===== src/hw/tacc_pkg.sv =====
package tacc_pkg;
   // register word addresses
   localparam logic [9:0] ADDR_CTRL0 = 10'h002;
   localparam logic [9:0] ADDR_CTRL1 = 10'h003;
   localparam logic [9:0] ADDR_CTRL2 = 10'h004;
   localparam logic [9:0] ADDR_LOWEN = 10'h005;
   localparam int         ADDR_W     = 10;
   localparam int         DATA_W     = 16;

   // reset values
   localparam logic [15:0] RST_CTRL0 = 16'h0FF0;
   localparam logic [15:0] RST_CTRL1 = 16'h0140;
   localparam logic [15:0] RST_CTRL2 = 16'hFFFF;
   localparam logic [15:0] RST_LOWEN = 16'h0000;

   // ctrl0 fields
   localparam int SKIP_LSB    = 0;
   localparam int FPCNT_LSB   = 4;
   localparam int LPCNT_LSB   = 8;
   localparam int TMO_LSB     = 12;
   localparam int FORCE_BIT   = 14;
   localparam int RESTART_BIT = 15;
   localparam logic [3:0] SKIP_MAX = 4'hB;
   // ctrl1 fields
   localparam int LVL_LSB  = 0;
   localparam int RATE_LSB = 8;
   localparam int SLOW_LSB = 14;
   // ctrl2 fields
   localparam int FPREC_LSB = 0;
   localparam int LPREC_LSB = 10;
   // lowen fields
   localparam int LOWEN_LSB = 0;
   localparam int PIN_LSB   = 12;
   localparam int TRIG_LSB  = 14;
   localparam logic [15:0] LOWEN_WMASK = 16'hF0FF;

   // multipliers
   localparam int FP_HOLD_MUL = 16;
   localparam int LP_HOLD_MUL = 4;
   localparam int NEAR_MUL    = 16;

   typedef enum logic [1:0] {
      PIN_OFF  = 2'b00,
      PIN_IN   = 2'b01,
      PIN_OUTL = 2'b10,
      PIN_OUTH = 2'b11
   } tacc_pin_e;

   typedef enum logic [1:0] {
      TRIG_LOWLVL  = 2'b00,
      TRIG_RISE    = 2'b01,
      TRIG_FALL    = 2'b10,
      TRIG_HIGHLVL = 2'b11
   } tacc_trig_e;
endpackage


===== src/hw/tacc_pin.sv =====
`timescale 1ns/1ps
module tacc_pin (
   input  wire logic       sys_clk,
   input  wire logic       rst,
   input  wire logic [1:0] pin_mode,
   input  wire logic [1:0] pin_trig,
   input  wire logic       pin_level,
   input  wire logic       gpio_in,
   output logic            gpio_out,
   output logic            gpio_oe,
   output logic            gpio_event
);
   // edges and levels ignored until the synchroniser holds real pin data
   localparam logic [1:0] FILL_DONE = 2'h3;

   logic       sync1_q, sync1_d, sync2_q, sync2_d, prev_q, prev_d;
   logic [1:0] fill_q, fill_d;

   always_comb begin
      sync1_d = gpio_in;
      sync2_d = sync1_q;
      prev_d  = sync2_q;
      fill_d  = (fill_q == FILL_DONE) ? fill_q : fill_q + 2'h1;
   end

   always_ff @(posedge sys_clk) begin
      if (rst) begin
         sync1_q <= 1'b0;
         sync2_q <= 1'b0;
         prev_q  <= 1'b0;
         fill_q  <= 2'h0;
      end else begin
         sync1_q <= sync1_d;
         sync2_q <= sync2_d;
         prev_q  <= prev_d;
         fill_q  <= fill_d;
      end
   end

   always_comb begin
      gpio_oe  = (pin_mode == tacc_pkg::PIN_OUTL) ||
                 (pin_mode == tacc_pkg::PIN_OUTH);
      gpio_out = (pin_mode == tacc_pkg::PIN_OUTH) ? pin_level
                                                  : ~pin_level;
      gpio_event = 1'b0;
      if ((pin_mode == tacc_pkg::PIN_IN) && (fill_q == FILL_DONE)) begin
         case (pin_trig)
            tacc_pkg::TRIG_LOWLVL:  gpio_event = ~sync2_q;
            tacc_pkg::TRIG_RISE:    gpio_event = sync2_q & ~prev_q;
            tacc_pkg::TRIG_FALL:    gpio_event = ~sync2_q & prev_q;
            tacc_pkg::TRIG_HIGHLVL: gpio_event = sync2_q;
            default:                gpio_event = 1'b0;
         endcase
      end
   end
endmodule


===== src/hw/tacc_regs.sv =====
// Contract
// - skip field discards N sequences per admitted one; 0 admits all, max 1011
// - full power calibration hold = count x 16 sequences; resets to F
// - low power calibration hold = count x 4 sequences; resets to F
// - power drop timeout = full power count x 1.25/1.5/1.75/2.0
// - forced calibration bit makes every stage recalibrate
// - writing one to restart bit restarts sequence at stage 0, self-clears
// - near recal level field times 16; resets to 64
// - detection rate field times 16; resets to 1
// - two-bit slow filter level, reset zero
// - ten-bit full power recal time, resets all ones
// - six-bit low power recal time, resets all ones
// - per-stage low enables gate low-threshold events onto interrupt
// - pin setup: off, input, active-low output, active-high output
// - input trigger: low level, rising, falling, high level
`timescale 1ns/1ps
module tacc_regs #(
   parameter int STAGES = 8
) (
   input  wire logic                sys_clk,
   input  wire logic                rst,
   input  wire logic                reg_wr,
   input  wire logic                reg_rd,
   input  wire logic [9:0]          reg_addr,
   input  wire logic [15:0]         reg_wdata,
   output logic      [15:0]         reg_rdata,
   input  wire logic                seq_done,
   input  wire logic [STAGES-1:0]   stage_low_hit,
   input  wire logic                pin_level,
   input  wire logic                gpio_in,
   output logic                     gpio_out,
   output logic                     gpio_oe,
   output logic                     gpio_event,
   output logic                     fifo_admit,
   output logic [7:0]               full_power_cal_hold,
   output logic [5:0]               low_power_cal_hold,
   output logic [8:0]               power_drop_timeout,
   output logic                     forced_cal,
   output logic                     sequence_restart,
   output logic [11:0]              near_recal_level,
   output logic [9:0]               near_detect_rate,
   output logic [1:0]               slow_filter_level,
   output logic [9:0]               full_power_near_recal_time,
   output logic [5:0]               low_power_near_recal_time,
   output logic                     low_irq
);

   // ---------------------------------------------------------------
   // register file
   // ---------------------------------------------------------------
   logic [15:0] ctrl0_q, ctrl0_d, ctrl1_q, ctrl1_d;
   logic [15:0] ctrl2_q, ctrl2_d, lowen_q, lowen_d;
   logic [15:0] rdata_q, rdata_d;
   logic        restart_q, restart_d;
   logic [3:0]  skip_q, skip_d;
   logic        wr0;
   logic [3:0]  skip_cnt;
   logic [1:0]  tmo_code;
   logic [3:0]  fp_cnt;

   assign wr0      = reg_wr && (reg_addr == tacc_pkg::ADDR_CTRL0);
   assign skip_cnt = ctrl0_q[tacc_pkg::SKIP_LSB +: 4];
   assign fp_cnt   = ctrl0_q[tacc_pkg::FPCNT_LSB +: 4];
   assign tmo_code = ctrl0_q[tacc_pkg::TMO_LSB +: 2];

   always_comb begin
      ctrl0_d = ctrl0_q;
      ctrl1_d = ctrl1_q;
      ctrl2_d = ctrl2_q;
      lowen_d = lowen_q;
      // restart bit never stored; self-clears after one cycle
      ctrl0_d[tacc_pkg::RESTART_BIT] = 1'b0;
      restart_d = 1'b0;
      if (reg_wr) begin
         case (reg_addr)
            tacc_pkg::ADDR_CTRL0: begin
               ctrl0_d = reg_wdata;
               ctrl0_d[tacc_pkg::RESTART_BIT] = 1'b0;
               if (reg_wdata[tacc_pkg::SKIP_LSB +: 4] > tacc_pkg::SKIP_MAX)
                  ctrl0_d[tacc_pkg::SKIP_LSB +: 4] = tacc_pkg::SKIP_MAX;
               restart_d = reg_wdata[tacc_pkg::RESTART_BIT];
            end
            tacc_pkg::ADDR_CTRL1: ctrl1_d = reg_wdata;
            tacc_pkg::ADDR_CTRL2: ctrl2_d = reg_wdata;
            tacc_pkg::ADDR_LOWEN:
               lowen_d = reg_wdata & tacc_pkg::LOWEN_WMASK;
            default: ;
         endcase
      end
      case (reg_addr)
         tacc_pkg::ADDR_CTRL0: rdata_d = ctrl0_q;
         tacc_pkg::ADDR_CTRL1: rdata_d = ctrl1_q;
         tacc_pkg::ADDR_CTRL2: rdata_d = ctrl2_q;
         tacc_pkg::ADDR_LOWEN: rdata_d = lowen_q;
         default:              rdata_d = 16'h0000;
      endcase
      if (!reg_rd)
         rdata_d = rdata_q;
   end

   always_ff @(posedge sys_clk) begin
      if (rst) begin
         ctrl0_q   <= tacc_pkg::RST_CTRL0;
         ctrl1_q   <= tacc_pkg::RST_CTRL1;
         ctrl2_q   <= tacc_pkg::RST_CTRL2;
         lowen_q   <= tacc_pkg::RST_LOWEN;
         rdata_q   <= 16'h0000;
         restart_q <= 1'b0;
      end else begin
         ctrl0_q   <= ctrl0_d;
         ctrl1_q   <= ctrl1_d;
         ctrl2_q   <= ctrl2_d;
         lowen_q   <= lowen_d;
         rdata_q   <= rdata_d;
         restart_q <= restart_d;
      end
   end

   assign reg_rdata = rdata_q;

   // ---------------------------------------------------------------
   // fast filter skip counter
   // ---------------------------------------------------------------
   always_comb begin
      skip_d     = skip_q;
      fifo_admit = 1'b0;
      if (restart_q) begin
         skip_d = 4'h0;
      end else if (seq_done) begin
         if (skip_q == 4'h0) begin
            fifo_admit = 1'b1;
            skip_d     = skip_cnt;
         end else begin
            skip_d = skip_q - 4'h1;
         end
      end
   end

   always_ff @(posedge sys_clk) begin
      if (rst)
         skip_q <= 4'h0;
      else
         skip_q <= skip_d;
   end

   // ---------------------------------------------------------------
   // derived control values
   // ---------------------------------------------------------------
   logic [8:0] tmo_x4;
   always_comb begin
      // timeout in quarter counts: count*(5+code)
      tmo_x4 = 9'({5'h0, fp_cnt} * (9'd5 + 9'(tmo_code)));
   end

   assign full_power_cal_hold = 8'({4'h0, fp_cnt} *
                                    8'(tacc_pkg::FP_HOLD_MUL));
   assign low_power_cal_hold  =
      6'({2'h0, ctrl0_q[tacc_pkg::LPCNT_LSB +: 4]} *
         6'(tacc_pkg::LP_HOLD_MUL));
   assign power_drop_timeout  = tmo_x4;
   assign forced_cal          = ctrl0_q[tacc_pkg::FORCE_BIT];
   assign sequence_restart    = restart_q;
   assign near_recal_level    =
      12'({4'h0, ctrl1_q[tacc_pkg::LVL_LSB +: 8]} *
          12'(tacc_pkg::NEAR_MUL));
   assign near_detect_rate    =
      10'({4'h0, ctrl1_q[tacc_pkg::RATE_LSB +: 6]} *
          10'(tacc_pkg::NEAR_MUL));
   assign slow_filter_level   = ctrl1_q[tacc_pkg::SLOW_LSB +: 2];
   assign full_power_near_recal_time =
      ctrl2_q[tacc_pkg::FPREC_LSB +: 10];
   assign low_power_near_recal_time  =
      ctrl2_q[tacc_pkg::LPREC_LSB +: 6];

   // ---------------------------------------------------------------
   // low threshold enables
   // ---------------------------------------------------------------
   logic [STAGES-1:0] low_gated;
   genvar g;
   generate
      for (g = 0; g < STAGES; g++) begin : g_low
         assign low_gated[g] = stage_low_hit[g] &
                               lowen_q[tacc_pkg::LOWEN_LSB + g];
      end
   endgenerate
   assign low_irq = |low_gated;

   // ---------------------------------------------------------------
   // pin
   // ---------------------------------------------------------------
   tacc_pin u_pin (
      .sys_clk    (sys_clk),
      .rst        (rst),
      .pin_mode   (lowen_q[tacc_pkg::PIN_LSB +: 2]),
      .pin_trig   (lowen_q[tacc_pkg::TRIG_LSB +: 2]),
      .pin_level  (pin_level),
      .gpio_in    (gpio_in),
      .gpio_out   (gpio_out),
      .gpio_oe    (gpio_oe),
      .gpio_event (gpio_event)
   );
endmodule


===== config.mk =====
export PLATFORM = sky130hd
export DESIGN_NAME = tacc_regs
export DESIGN_NICKNAME = d
export VERILOG_FILES = /design/src/hw/tacc_pkg.sv /design/src/hw/tacc_pin.sv /design/src/hw/tacc_regs.sv
export SDC_FILE = /design/constraint.sdc
export NUM_CORES = 1
export LEC_CHECK = 0
export BUFFER_PORTS_ARGS = -buffer_cell sky130_fd_sc_hd__buf_2
export CAP_MARGIN = 5
export CORE_MARGIN = 2
export CORE_UTILIZATION = 52
export CTS_CLUSTER_SIZE = 25
export DETAILED_ROUTE_END_ITERATION = 10
export GPL_TIMING_DRIVEN = 1
export PLACE_DENSITY_LB_ADDON = 0.08
export SLEW_MARGIN = 10
export SYNTH_ARGS = -nofsm -noshare
export SYNTH_HDL_FRONTEND = slang
export SYNTH_SLANG_ARGS = --single-unit

===== constraint.sdc =====
create_clock -name sys_clk -period 3.7 [get_ports sys_clk]
set_clock_uncertainty 0.05 [all_clocks]
set_input_delay 0.37 -clock sys_clk [delete_from_list [all_inputs] [get_ports sys_clk]]
set_output_delay 0.37 -clock sys_clk [all_outputs]
set_load 0.03 [all_outputs]

Word-level counts from Yosys, hierarchy flattened
Cells that the tools add are included.
{"block": "op_classes", "n_addsub": 3, "multipliers": 1, "div_mod_pow": 0, "order_cmp": 1, "eq_ne": 11, "n_shift": 0, "muxes": 9, "bitwise": 15, "n_reduce_logical": 12}
{"op": "case mux 16 bit (4 select lines)", "n": 1}
{"op": "equality test 10 x 2 -> 1 bit (second input constant)", "n": 2}
{"op": "equality test 10 x 3 -> 1 bit (second input constant)", "n": 2}
{"op": "AND 1 bit", "n": 10}
{"op": "equality test 2 bit (second input constant)", "n": 5}
{"op": "multiplier 4 x 4 -> 8 bit", "n": 1}
{"op": "two-way mux 4 bit", "n": 2}
{"op": "AND reduction 2 bit", "n": 4}
{"op": "OR reduction 8 bit", "n": 1}
{"op": "two-way mux 1 bit", "n": 5}
{"op": "inverter 1 bit", "n": 5}
{"op": "adder 3 x 2 -> 4 bit (first input constant)", "n": 1}
{"op": "equality test 2 x 1 -> 1 bit (second input constant)", "n": 2}
{"op": "> comparator 4 bit (second input constant)", "n": 1}
{"op": "logical NOT 4 bit", "n": 1}
{"op": "case mux 1 bit (4 select lines)", "n": 1}
{"op": "OR reduction 2 bit", "n": 2}
{"op": "subtractor 4 x 1 -> 4 bit (second input constant)", "n": 1}
{"op": "OR reduction 3 bit", "n": 1}
{"op": "adder 2 x 1 -> 2 bit (second input constant)", "n": 1}
{"op": "logical NOT 2 bit", "n": 1}
{"op": "logical AND 1 bit", "n": 1}
{"op": "logical OR 1 bit", "n": 1}
{"block": "totals", "reg_bits": 86, "latch_bits": 0, "ramBits": 0, "mem_bits_ro": 0, "out_inout_bits": 86, "mem_count": 0}

Logic depth before layout (Yosys ltp)
Gate-level depths: netlist of run 1.
{"block": "depth", "word_depth": 4, "depth_mapped": 10}

By module
A second synthesis of run 1 with hierarchy kept.
{"block": "hier_totals", "cells_unflattened": 461, "area_unflattened_um2": 4244.1}
{"mod": "tacc_regs", "instances": 1, "cells_per_inst": 438, "area_each_um2": 4030.1}
{"mod": "tacc_pin", "instances": 1, "cells_per_inst": 23, "area_each_um2": 214.0}

Least setup slack after synthesis of run 1
No wires, ideal clock.
{"block": "synth_path", "path_kind": "flip-flop to output port", "from": "reg ctrl0_q[12]", "to": "out power_drop_timeout[7]", "t_arrival_ns": 3.009, "t_required_ns": 3.280, "path_slack_ns": 0.271, "path_stages_with_launch": 11, "path_buffers": 0, "cell_sequence": "dfxtp_1 ha_1 mux2_2 ha_1 fa_1 ha_1 a21o_1 a21oi_1 o21bai_1 a21oi_1 xnor2_1"}
{"block": "synth_via", "elab_chain_cells": 2}
{"element": "from (decl)", "line": "tacc_regs.sv:51", "source": "logic [15:0] ctrl0_q, ctrl0_d, ctrl1_q, ctrl1_d;"}
{"element": "from (signal assigned)", "line": "tacc_regs.sv:103", "source": "ctrl0_q <= tacc_pkg::RST_CTRL0;"}
{"element": "from (signal assigned)", "line": "tacc_regs.sv:110", "source": "ctrl0_q <= ctrl0_d;"}
{"element": "adder 3 x 2 -> 4 bit", "line": "tacc_regs.sv:152", "source": "tmo_x4 = 9'({5'h0, fp_cnt} * (9'd5 + 9'(tmo_code)));"}
{"element": "multiplier 4 x 4 -> 8 bit", "line": "tacc_regs.sv:152"}
{"element": "to (decl)", "line": "tacc_regs.sv:37", "source": "output logic [8:0] power_drop_timeout,"}
No other way between the ends.

Final worst setup path of run 1
{"block": "layout_path", "from": "reg ctrl0_q[13]", "to": "out power_drop_timeout[7]"}
Same word-level chain as after synthesis.

==> results of run 1 <==
-- layer usage --
layer | track usage | up-vias
li1 | - | 1804
met1 | 0.364 | 1799
met3 | 0.0377 | 17
met5 | 0 | -
met2 | 0.420 | 169
met4 | 0.0700 | 0
-- area by class of cell --
class | instances | area [sq um]
multi-input cells | 352 | 2240
clock buffers | 10 | 128
inverters | 8 | 30.0
well taps | 102 | 128
clock inverters | 6 | 68.8
flip-flops and latches | 85 | 1710
repair buffers | 118 | 611
fillers | 710 | 2900
-- sequential cells by signal, indices dropped and copies added, names as in the netlist, 2 cells and up --
register and count:
lowen_q 12, ctrl1_q 16, u_pin.fill_q 2, ctrl2_q 16
skip_q 4, reg_rdata 16, ctrl0_q 15
-- Yosys cell counts (all sizes together), types with 11 or more instances --
master  instances
nor2           23
mux2i          15
dfxtp          85
a221oi         16
clkbuf         12
ha             15
a21oi          25
o21ai          13
buf            38
nand2         109
a22o           11
nand3b         28
-- what timing repair did --
item | CTS | global route
gates resized for setup | 4 | 4
setup endpoints to repair | 2 | 2
gates cloned | 0 | 0
endpoints found under the hold margin | 0 | 0
pin swaps | 0 | 3
-- power breakdown --
part	total (uW)	internal, uW	switching, uW
registers	953	935	17.8
clock network	668	319	349
logic	256	96.8	160
-- worst paths after layout --
| kind | start | endpoint | slack, ns | depth (start not counted) |
|---|---|---|---|---|
| max | ctrl0_q[13] | power_drop_timeout[7] | 0.12 | 11 |
| min | gpio_in | u_pin.sync1_q | 0.17 | 2 |
| max reg2reg | skip_q[0] | skip_q[0] | 1.97 | 7 |
| min reg2reg | u_pin.sync1_q | u_pin.prev_d | 0.40 | 1 |
-- kinds of logic after synthesis --
kind of cell             count (synthesis)
XOR/XNOR                                 7
flip-flops                              85
multiplexers                            17
buffers and inverters                   58
AO/OA/AOI/OAI                           86
other                                    1
adder cells (fa/ha/maj)                 18
AND/OR/NAND/NOR                        208
-- metrics by stage --
step,instances,cell area [sq um],setup TNS [ns],total power (uW)
final,681,4910,0,1880
after global routing,681,4910,-0.0610,1960
after CTS,681,4910,0,1880
after detailed placement,665,4690,0,1220
after global placement,665,4690,0,1220
after floorplan,495,4280,0,1160
==> results list, run 1 <==
- The flow ran to the end, and the final reports show no timing, DRC or antenna violations.
* Slew at the pin with the worst max-slew slack: 1.02 ns
* Num CTS Buffers: 9
- The area fraction in compound gates after synthesis came to 0.138.
- Of the total synthesized cell area, the portion taken by full adders, half adders and majority gates is 0.0586.
- Detailed routing inserted a total of 3,789 vias.
- Static timing analysis puts the maximum clock frequency at roughly 280 MHz.
- At the end of routability-driven placement, the weighted congestion stood at ~0.89.
* Post-synthesis sequential area ratio: 0.402
- Met3 wire length: 831 microns
* All-Layer GR Usage: 0.260
- Most common cell after layout, fill and taps aside: sky130_fd_sc_hd__buf_2
- For this run, the number of Yosys warnings is 0.
- Dividing the detail-routed wire length by the instance count gives between 15 and 20 microns.
- Number of port buffers: between 100 and 150
* Std-Cell Core Area: 0.00781 sq mm
* Worst Path Class, Setup: reg2out
- The die covers 0.00887 sq mm.
- The tree is rooted in a sky130_fd_sc_hd__clkbuf_8.
* Worst setup timing slack at the placement stage: approximately 0.23 ns
- Most used cells in the layout excluding fill and tap cells: 110 x sky130_fd_sc_hd__buf_2, 108 x sky130_fd_sc_hd__nand2_1, 83 x sky130_fd_sc_hd__dfxtp_1
* Y dimension of the die: 94.2 microns
- The final layout contains 633 nets.
* Count of max-cap constraint violations: 0
- After legalization and detailed placement, the total HPWL measured ~8.3 mm.
* Cell Area, Synth: about 0.0042 sq mm
* Number of clock sinks seen by CTS: 85
* Avg Inst Size Synth: roughly 8.8 sq um
* Area share of the leading cell type in the synthesized netlist: 0.402
- Fraction of final layout cells with drive strength greater than 1: 0.259
- STA classifies the critical path endpoint as a primary output.
- In this design, the stage delay of the slowest critical-path cell is around 0.52 ns.
- Vias in the first global route: 3,458
- In the post-route analysis, the smallest setup slack over all paths is roughly 0.12 ns.
- Worst hold slack after final layout: 0.172 ns
- Row generation in the floorplan step produced 32 rows.
- Hold Path Class: in2reg
* Cell seen most often among critical-path stages: sky130_fd_sc_hd__ha_1
- The total overflow left after global routing is 0.
- Ys flop type: sky130_fd_sc_hd__dfxtp_1
- M1 wire length: approximately 5.0 mm
- The number of max-slew violations in the final report came to 0.
* Number of nets still failing antenna checks after routing: 0
- Post-CTS Hold Fix Bufs: 0
* Total setup buffers inserted after CTS: 0
* Maximum VDD drop: roughly 0.00031 V
- Setup repair after global routing could not meet its margin everywhere.
- Antenna Diode Count: 0
- The analysis attributes to cell leakage a power of 0.00211 uW.
- Time the final worst path needs with I/O delays and setup: around 3.6 ns
* Number of antenna violations at the first check in global routing: 0
- Wire length of the first global-routing pass: 17.8 mm
* Clock tree from TritonCTS: yes
* Clock latency at the later pin of the worst-skew pair: 0.35 ns
- Yosys top cell by area: sky130_fd_sc_hd__dfxtp_1
- Number of iterations in the first detailed-routing pass: 5
* Worst EP required: 3.28 ns
- Wire segments on met2 add up to approximately 5.3 mm in the final route.
- FF+latch count, synth: 85
- In the synthesized netlist the async set-or-reset flop fraction comes to 0.
* Violation count after the first detailed-route iteration: 252
- Synth Area in Simple Gates: 0.260
* Buffers plus inverters on the worst setup path: 1
- After detailed routing, the total wire length is around 11 mm.
* Crit path max-delay family: adder cells
* Post-synthesis instance total: 480
* Worst slew margin relative to its limit: 0.312
- Highest metal used: met4
- In the routed layout, each cell is associated on average with a via count of 5.56.
- Clock-pin slew was measured on the worst setup and hold paths at 0.09 ns.
- The longest clock path from root to sink contains 2 buffers.
* Maximum level of the CTS H-tree: 3
* Cell variety after synth: 46
- Total power divided by cell area: 382 mW/mm^2
* Largest family of logic cells by synthesized area: simple AND/OR/NAND/NOR gates
- After detailed routing, the number of remaining DRC violations is 0.
* Maximum fanout along the worst path: 6
* Pin count of the biggest net entering global routing: 52
- For this configuration, the core starts out at a cell density of 0.542.
- By area the synthesized netlist is led by sky130_fd_sc_hd__dfxtp_1 40%, sky130_fd_sc_hd__nand2_1 9.6%, sky130_fd_sc_hd__nand3b_1 5.0%.
* Post-Synth XOR/XNOR Area: 0.0145
- In the finished design, the share of the clock period the worst path needs comes to 0.968.
- Setup violations remaining at the end of the flow were counted as 0.
- Startpoint type of the worst setup path: flop
* Die span in x: 94.2 microns
- Post-synth EDFFs: 0
- Post-layout util: 0.629
- After synthesis, the share of cell area in mux cells is 0.0408.
- about 130 I/O pins were placed.
- At the worst endpoint, the arrival time is 3.16 ns.
* Ordered cell list for the critical path: ha_4 > mux2_2 > ha_1 > fa_1 > ha_1 > a21o_1 > a21oi_2 > o21bai_1 > a21oi_1 > xnor2_1 > buf_2
- Worst path slowest cell: sky130_fd_sc_hd__fa_1
- From synthesis to final layout, the design area changed by 16.2%.
* Number of failing hold endpoints at the final stage: 0
No activity file was read; power rests on OpenSTA's default activity.
==> run 2, diff against run 1 <==
Settings changed: CORE_UTILIZATION 52 to 43.
==> results list, run 2 (synthesized netlist as in run 1, its figures left out) <==
- Max-cap violations in this run came to 0.
- Maximum count of clock buffers along a single path: 2
* Worst setup path end: power_drop_timeout[7]
- Top-level port count: 127
- After floorplanning, the core was divided into 36 placement rows.
- Area growth syn-to-layout: 18.3%
- The die covers roughly 0.011 sq mm.
* Placed standard-cell area: 0.00473 sq mm
- Fraction of final layout cells with drive strength greater than 1: 0.265
- The worst setup path is launched from a flop.
* Number of iterations in the first detailed-routing pass: 6
- Pin count of the biggest net entering global routing: 76
* Worst Path Class, Setup: reg2out
- The worst register-to-register path has a setup slack of 2.04 ns.
* Clock tree from TritonCTS: yes
- WL final: 11.4 mm
- Wire length of the first global-routing pass: between 15 and 20 mm
- The first routing iteration left 162 violations.
* Worst EP required: 3.28 ns
- Post-route fraction of the period consumed by the critical path: 0.959
* Slew at the pin with the worst max-slew slack: 0.994 ns
- For the worst-skew pair, the clock arrives at the later sink with an insertion delay of 0.35 ns.
- Residual DRC: 0
- The initial utilization of the core area, before any placement, comes to 0.439.
- Result of the run: finished clean
* CTS clock-pin slew for the worst setup and hold paths: 0.09 ns
- Number of max-slew violations in the final report: 0
* RSZ-0062 raised after global routing: yes
* Worst hold slack after final layout: between 0.15 and 0.2 ns
* Number of clock sinks seen by CTS: 85
- Number of port buffers: 111
- HPWL after detailed placement: 8.36 mm
- In the global route stage, overall resource usage came out at 0.217.
* Number of cells on the worst reg-to-reg path: 7
* Start point of the critical path: ctrl0_q[13]
- Die span in x: 103 microns
- The number of hold violations in the final report was 0.
* Worst Setup End Kind: primary output
- Worst slew margin relative to its limit: 0.332
- R2r endpoint: skip_q[0]
- In this run the worst path has a maximum fanout of 6.
- Num CTS Buffers: 9
- In this run the critical register-to-register path is launched from skip_q[0].
- Average routed wire per standard cell: 16.0 microns
* Total power divided by cell area: 389 mW/mm^2
* Buffer type at the clock tree root: sky130_fd_sc_hd__clkbuf_8
- For this block, the via count after detailed routing is 3,659.
- Std-Cell Core Area: approximately 0.0096 sq mm
* Number of nets still failing antenna checks after routing: 0
- The congestion estimate from routability-driven global placement came to 0.835.
- Leakage power: 0.00213 uW
- The number of antenna diodes in the final layout is 0.
- IR analysis of the VDD net gives a maximum drop of 0.000184 V.
- The initial antenna violation count was 0.
* Time the final worst path needs with I/O delays and setup: 3.55 ns
- The tightest min-delay check is of the in2reg type.
* Average via count per standard cell: 5.12
- After global routing the overflow that remains totals 0.
- Upper clock frequency limit: 282 MHz
- Y dimension of the die: 103 microns
* Most common cell after layout, fill and taps aside: sky130_fd_sc_hd__buf_2
* Most used cells in the layout excluding fill and tap cells: 109 x sky130_fd_sc_hd__buf_2, 108 x sky130_fd_sc_hd__nand2_1, 83 x sky130_fd_sc_hd__dfxtp_1
* Post-Layout Inst Area: 0.00500 sq mm
- Final-report setup violation count: 0
- Maximum level of the CTS H-tree: 3
- At the worst endpoint, the arrival time is 3.13 ns.
* Number of nets in the final layout: 635
- After routing, the total negative slack on setup checks comes to 0 ns.
* Vias in the first global route: 3,332
-- run 2: worst min path at each step --
stage                  startpoint            end  slack [ns]  cells past startpoint
global placement    u_pin.sync1_q   u_pin.prev_d        0.38                      1
finish                    gpio_in  u_pin.sync1_q        0.17                      2
CTS                       gpio_in  u_pin.sync1_q        0.16                      2
floorplan           u_pin.sync1_q   u_pin.prev_d        0.36                      1
detailed placement  u_pin.sync1_q   u_pin.prev_d        0.39                      1
global route              gpio_in  u_pin.sync1_q        0.20                      2
-- run 2: area by class of cell --
class	count	area, sq um
multi-input cells	352	2250
clock inverters	5	82.6
flip-flops and latches	85	1710
well taps	133	166
fillers	987	4640
clock buffers	11	141
repair buffers	120	628
inverters	8	30.0
-- run 2: worst max-delay path, stage by stage, from the launching register on --
cell and delay [ns]:
sky130_fd_sc_hd__dfxtp_4 0.38, sky130_fd_sc_hd__ha_4 0.16, sky130_fd_sc_hd__mux2_2 0.33, sky130_fd_sc_hd__ha_1 0.29
sky130_fd_sc_hd__fa_1 0.58, sky130_fd_sc_hd__ha_1 0.26, sky130_fd_sc_hd__a21o_1 0.17, sky130_fd_sc_hd__a21oi_2 0.13
sky130_fd_sc_hd__o21bai_1 0.08, sky130_fd_sc_hd__a21oi_1 0.16, sky130_fd_sc_hd__xnor2_1 0.08, sky130_fd_sc_hd__buf_4 0.16
-- run 2: timing repair --
item / in CTS / in global routing
hold buffers: 0 / 0
setup endpoints to repair: 2 / 2
resized for setup: 4 / 8
gates cloned: 0 / 0
pin swaps: 0 / 4
setup buffers: 0 / 2
-- run 2: power by group --
part / internal [uW] / total [uW] / leakage, uW / switching [uW]
registers: 935 / 952 / 0.000688 / 17.0
clock network: 402 / 744 / 0.000114 / 342
logic: 96.9 / 252 / 0.00133 / 155
total: 1430 / 1950 / 0.00213 / 514
-- run 2: per-stage QoR --
step            util  std cells  worst slack (ns)  power, uW
3_5_place_dp   0.491        696             0.239       1220
2_1_floorplan      -        495             0.271       1160
6_report       0.519        714             0.150       1950
4_1_cts        0.516        712            0.0151       1960
5_1_grt        0.519        714           0.00140       2030
3_3_place_gp   0.491        696             0.322       1220
-- run 2: metal layers --
layer	share of wire	GRT usage
met1	0.47	0.315
met3	0.060	0.0305
met2	0.45	0.333
met4	0.017	0.0709
met5	0	0
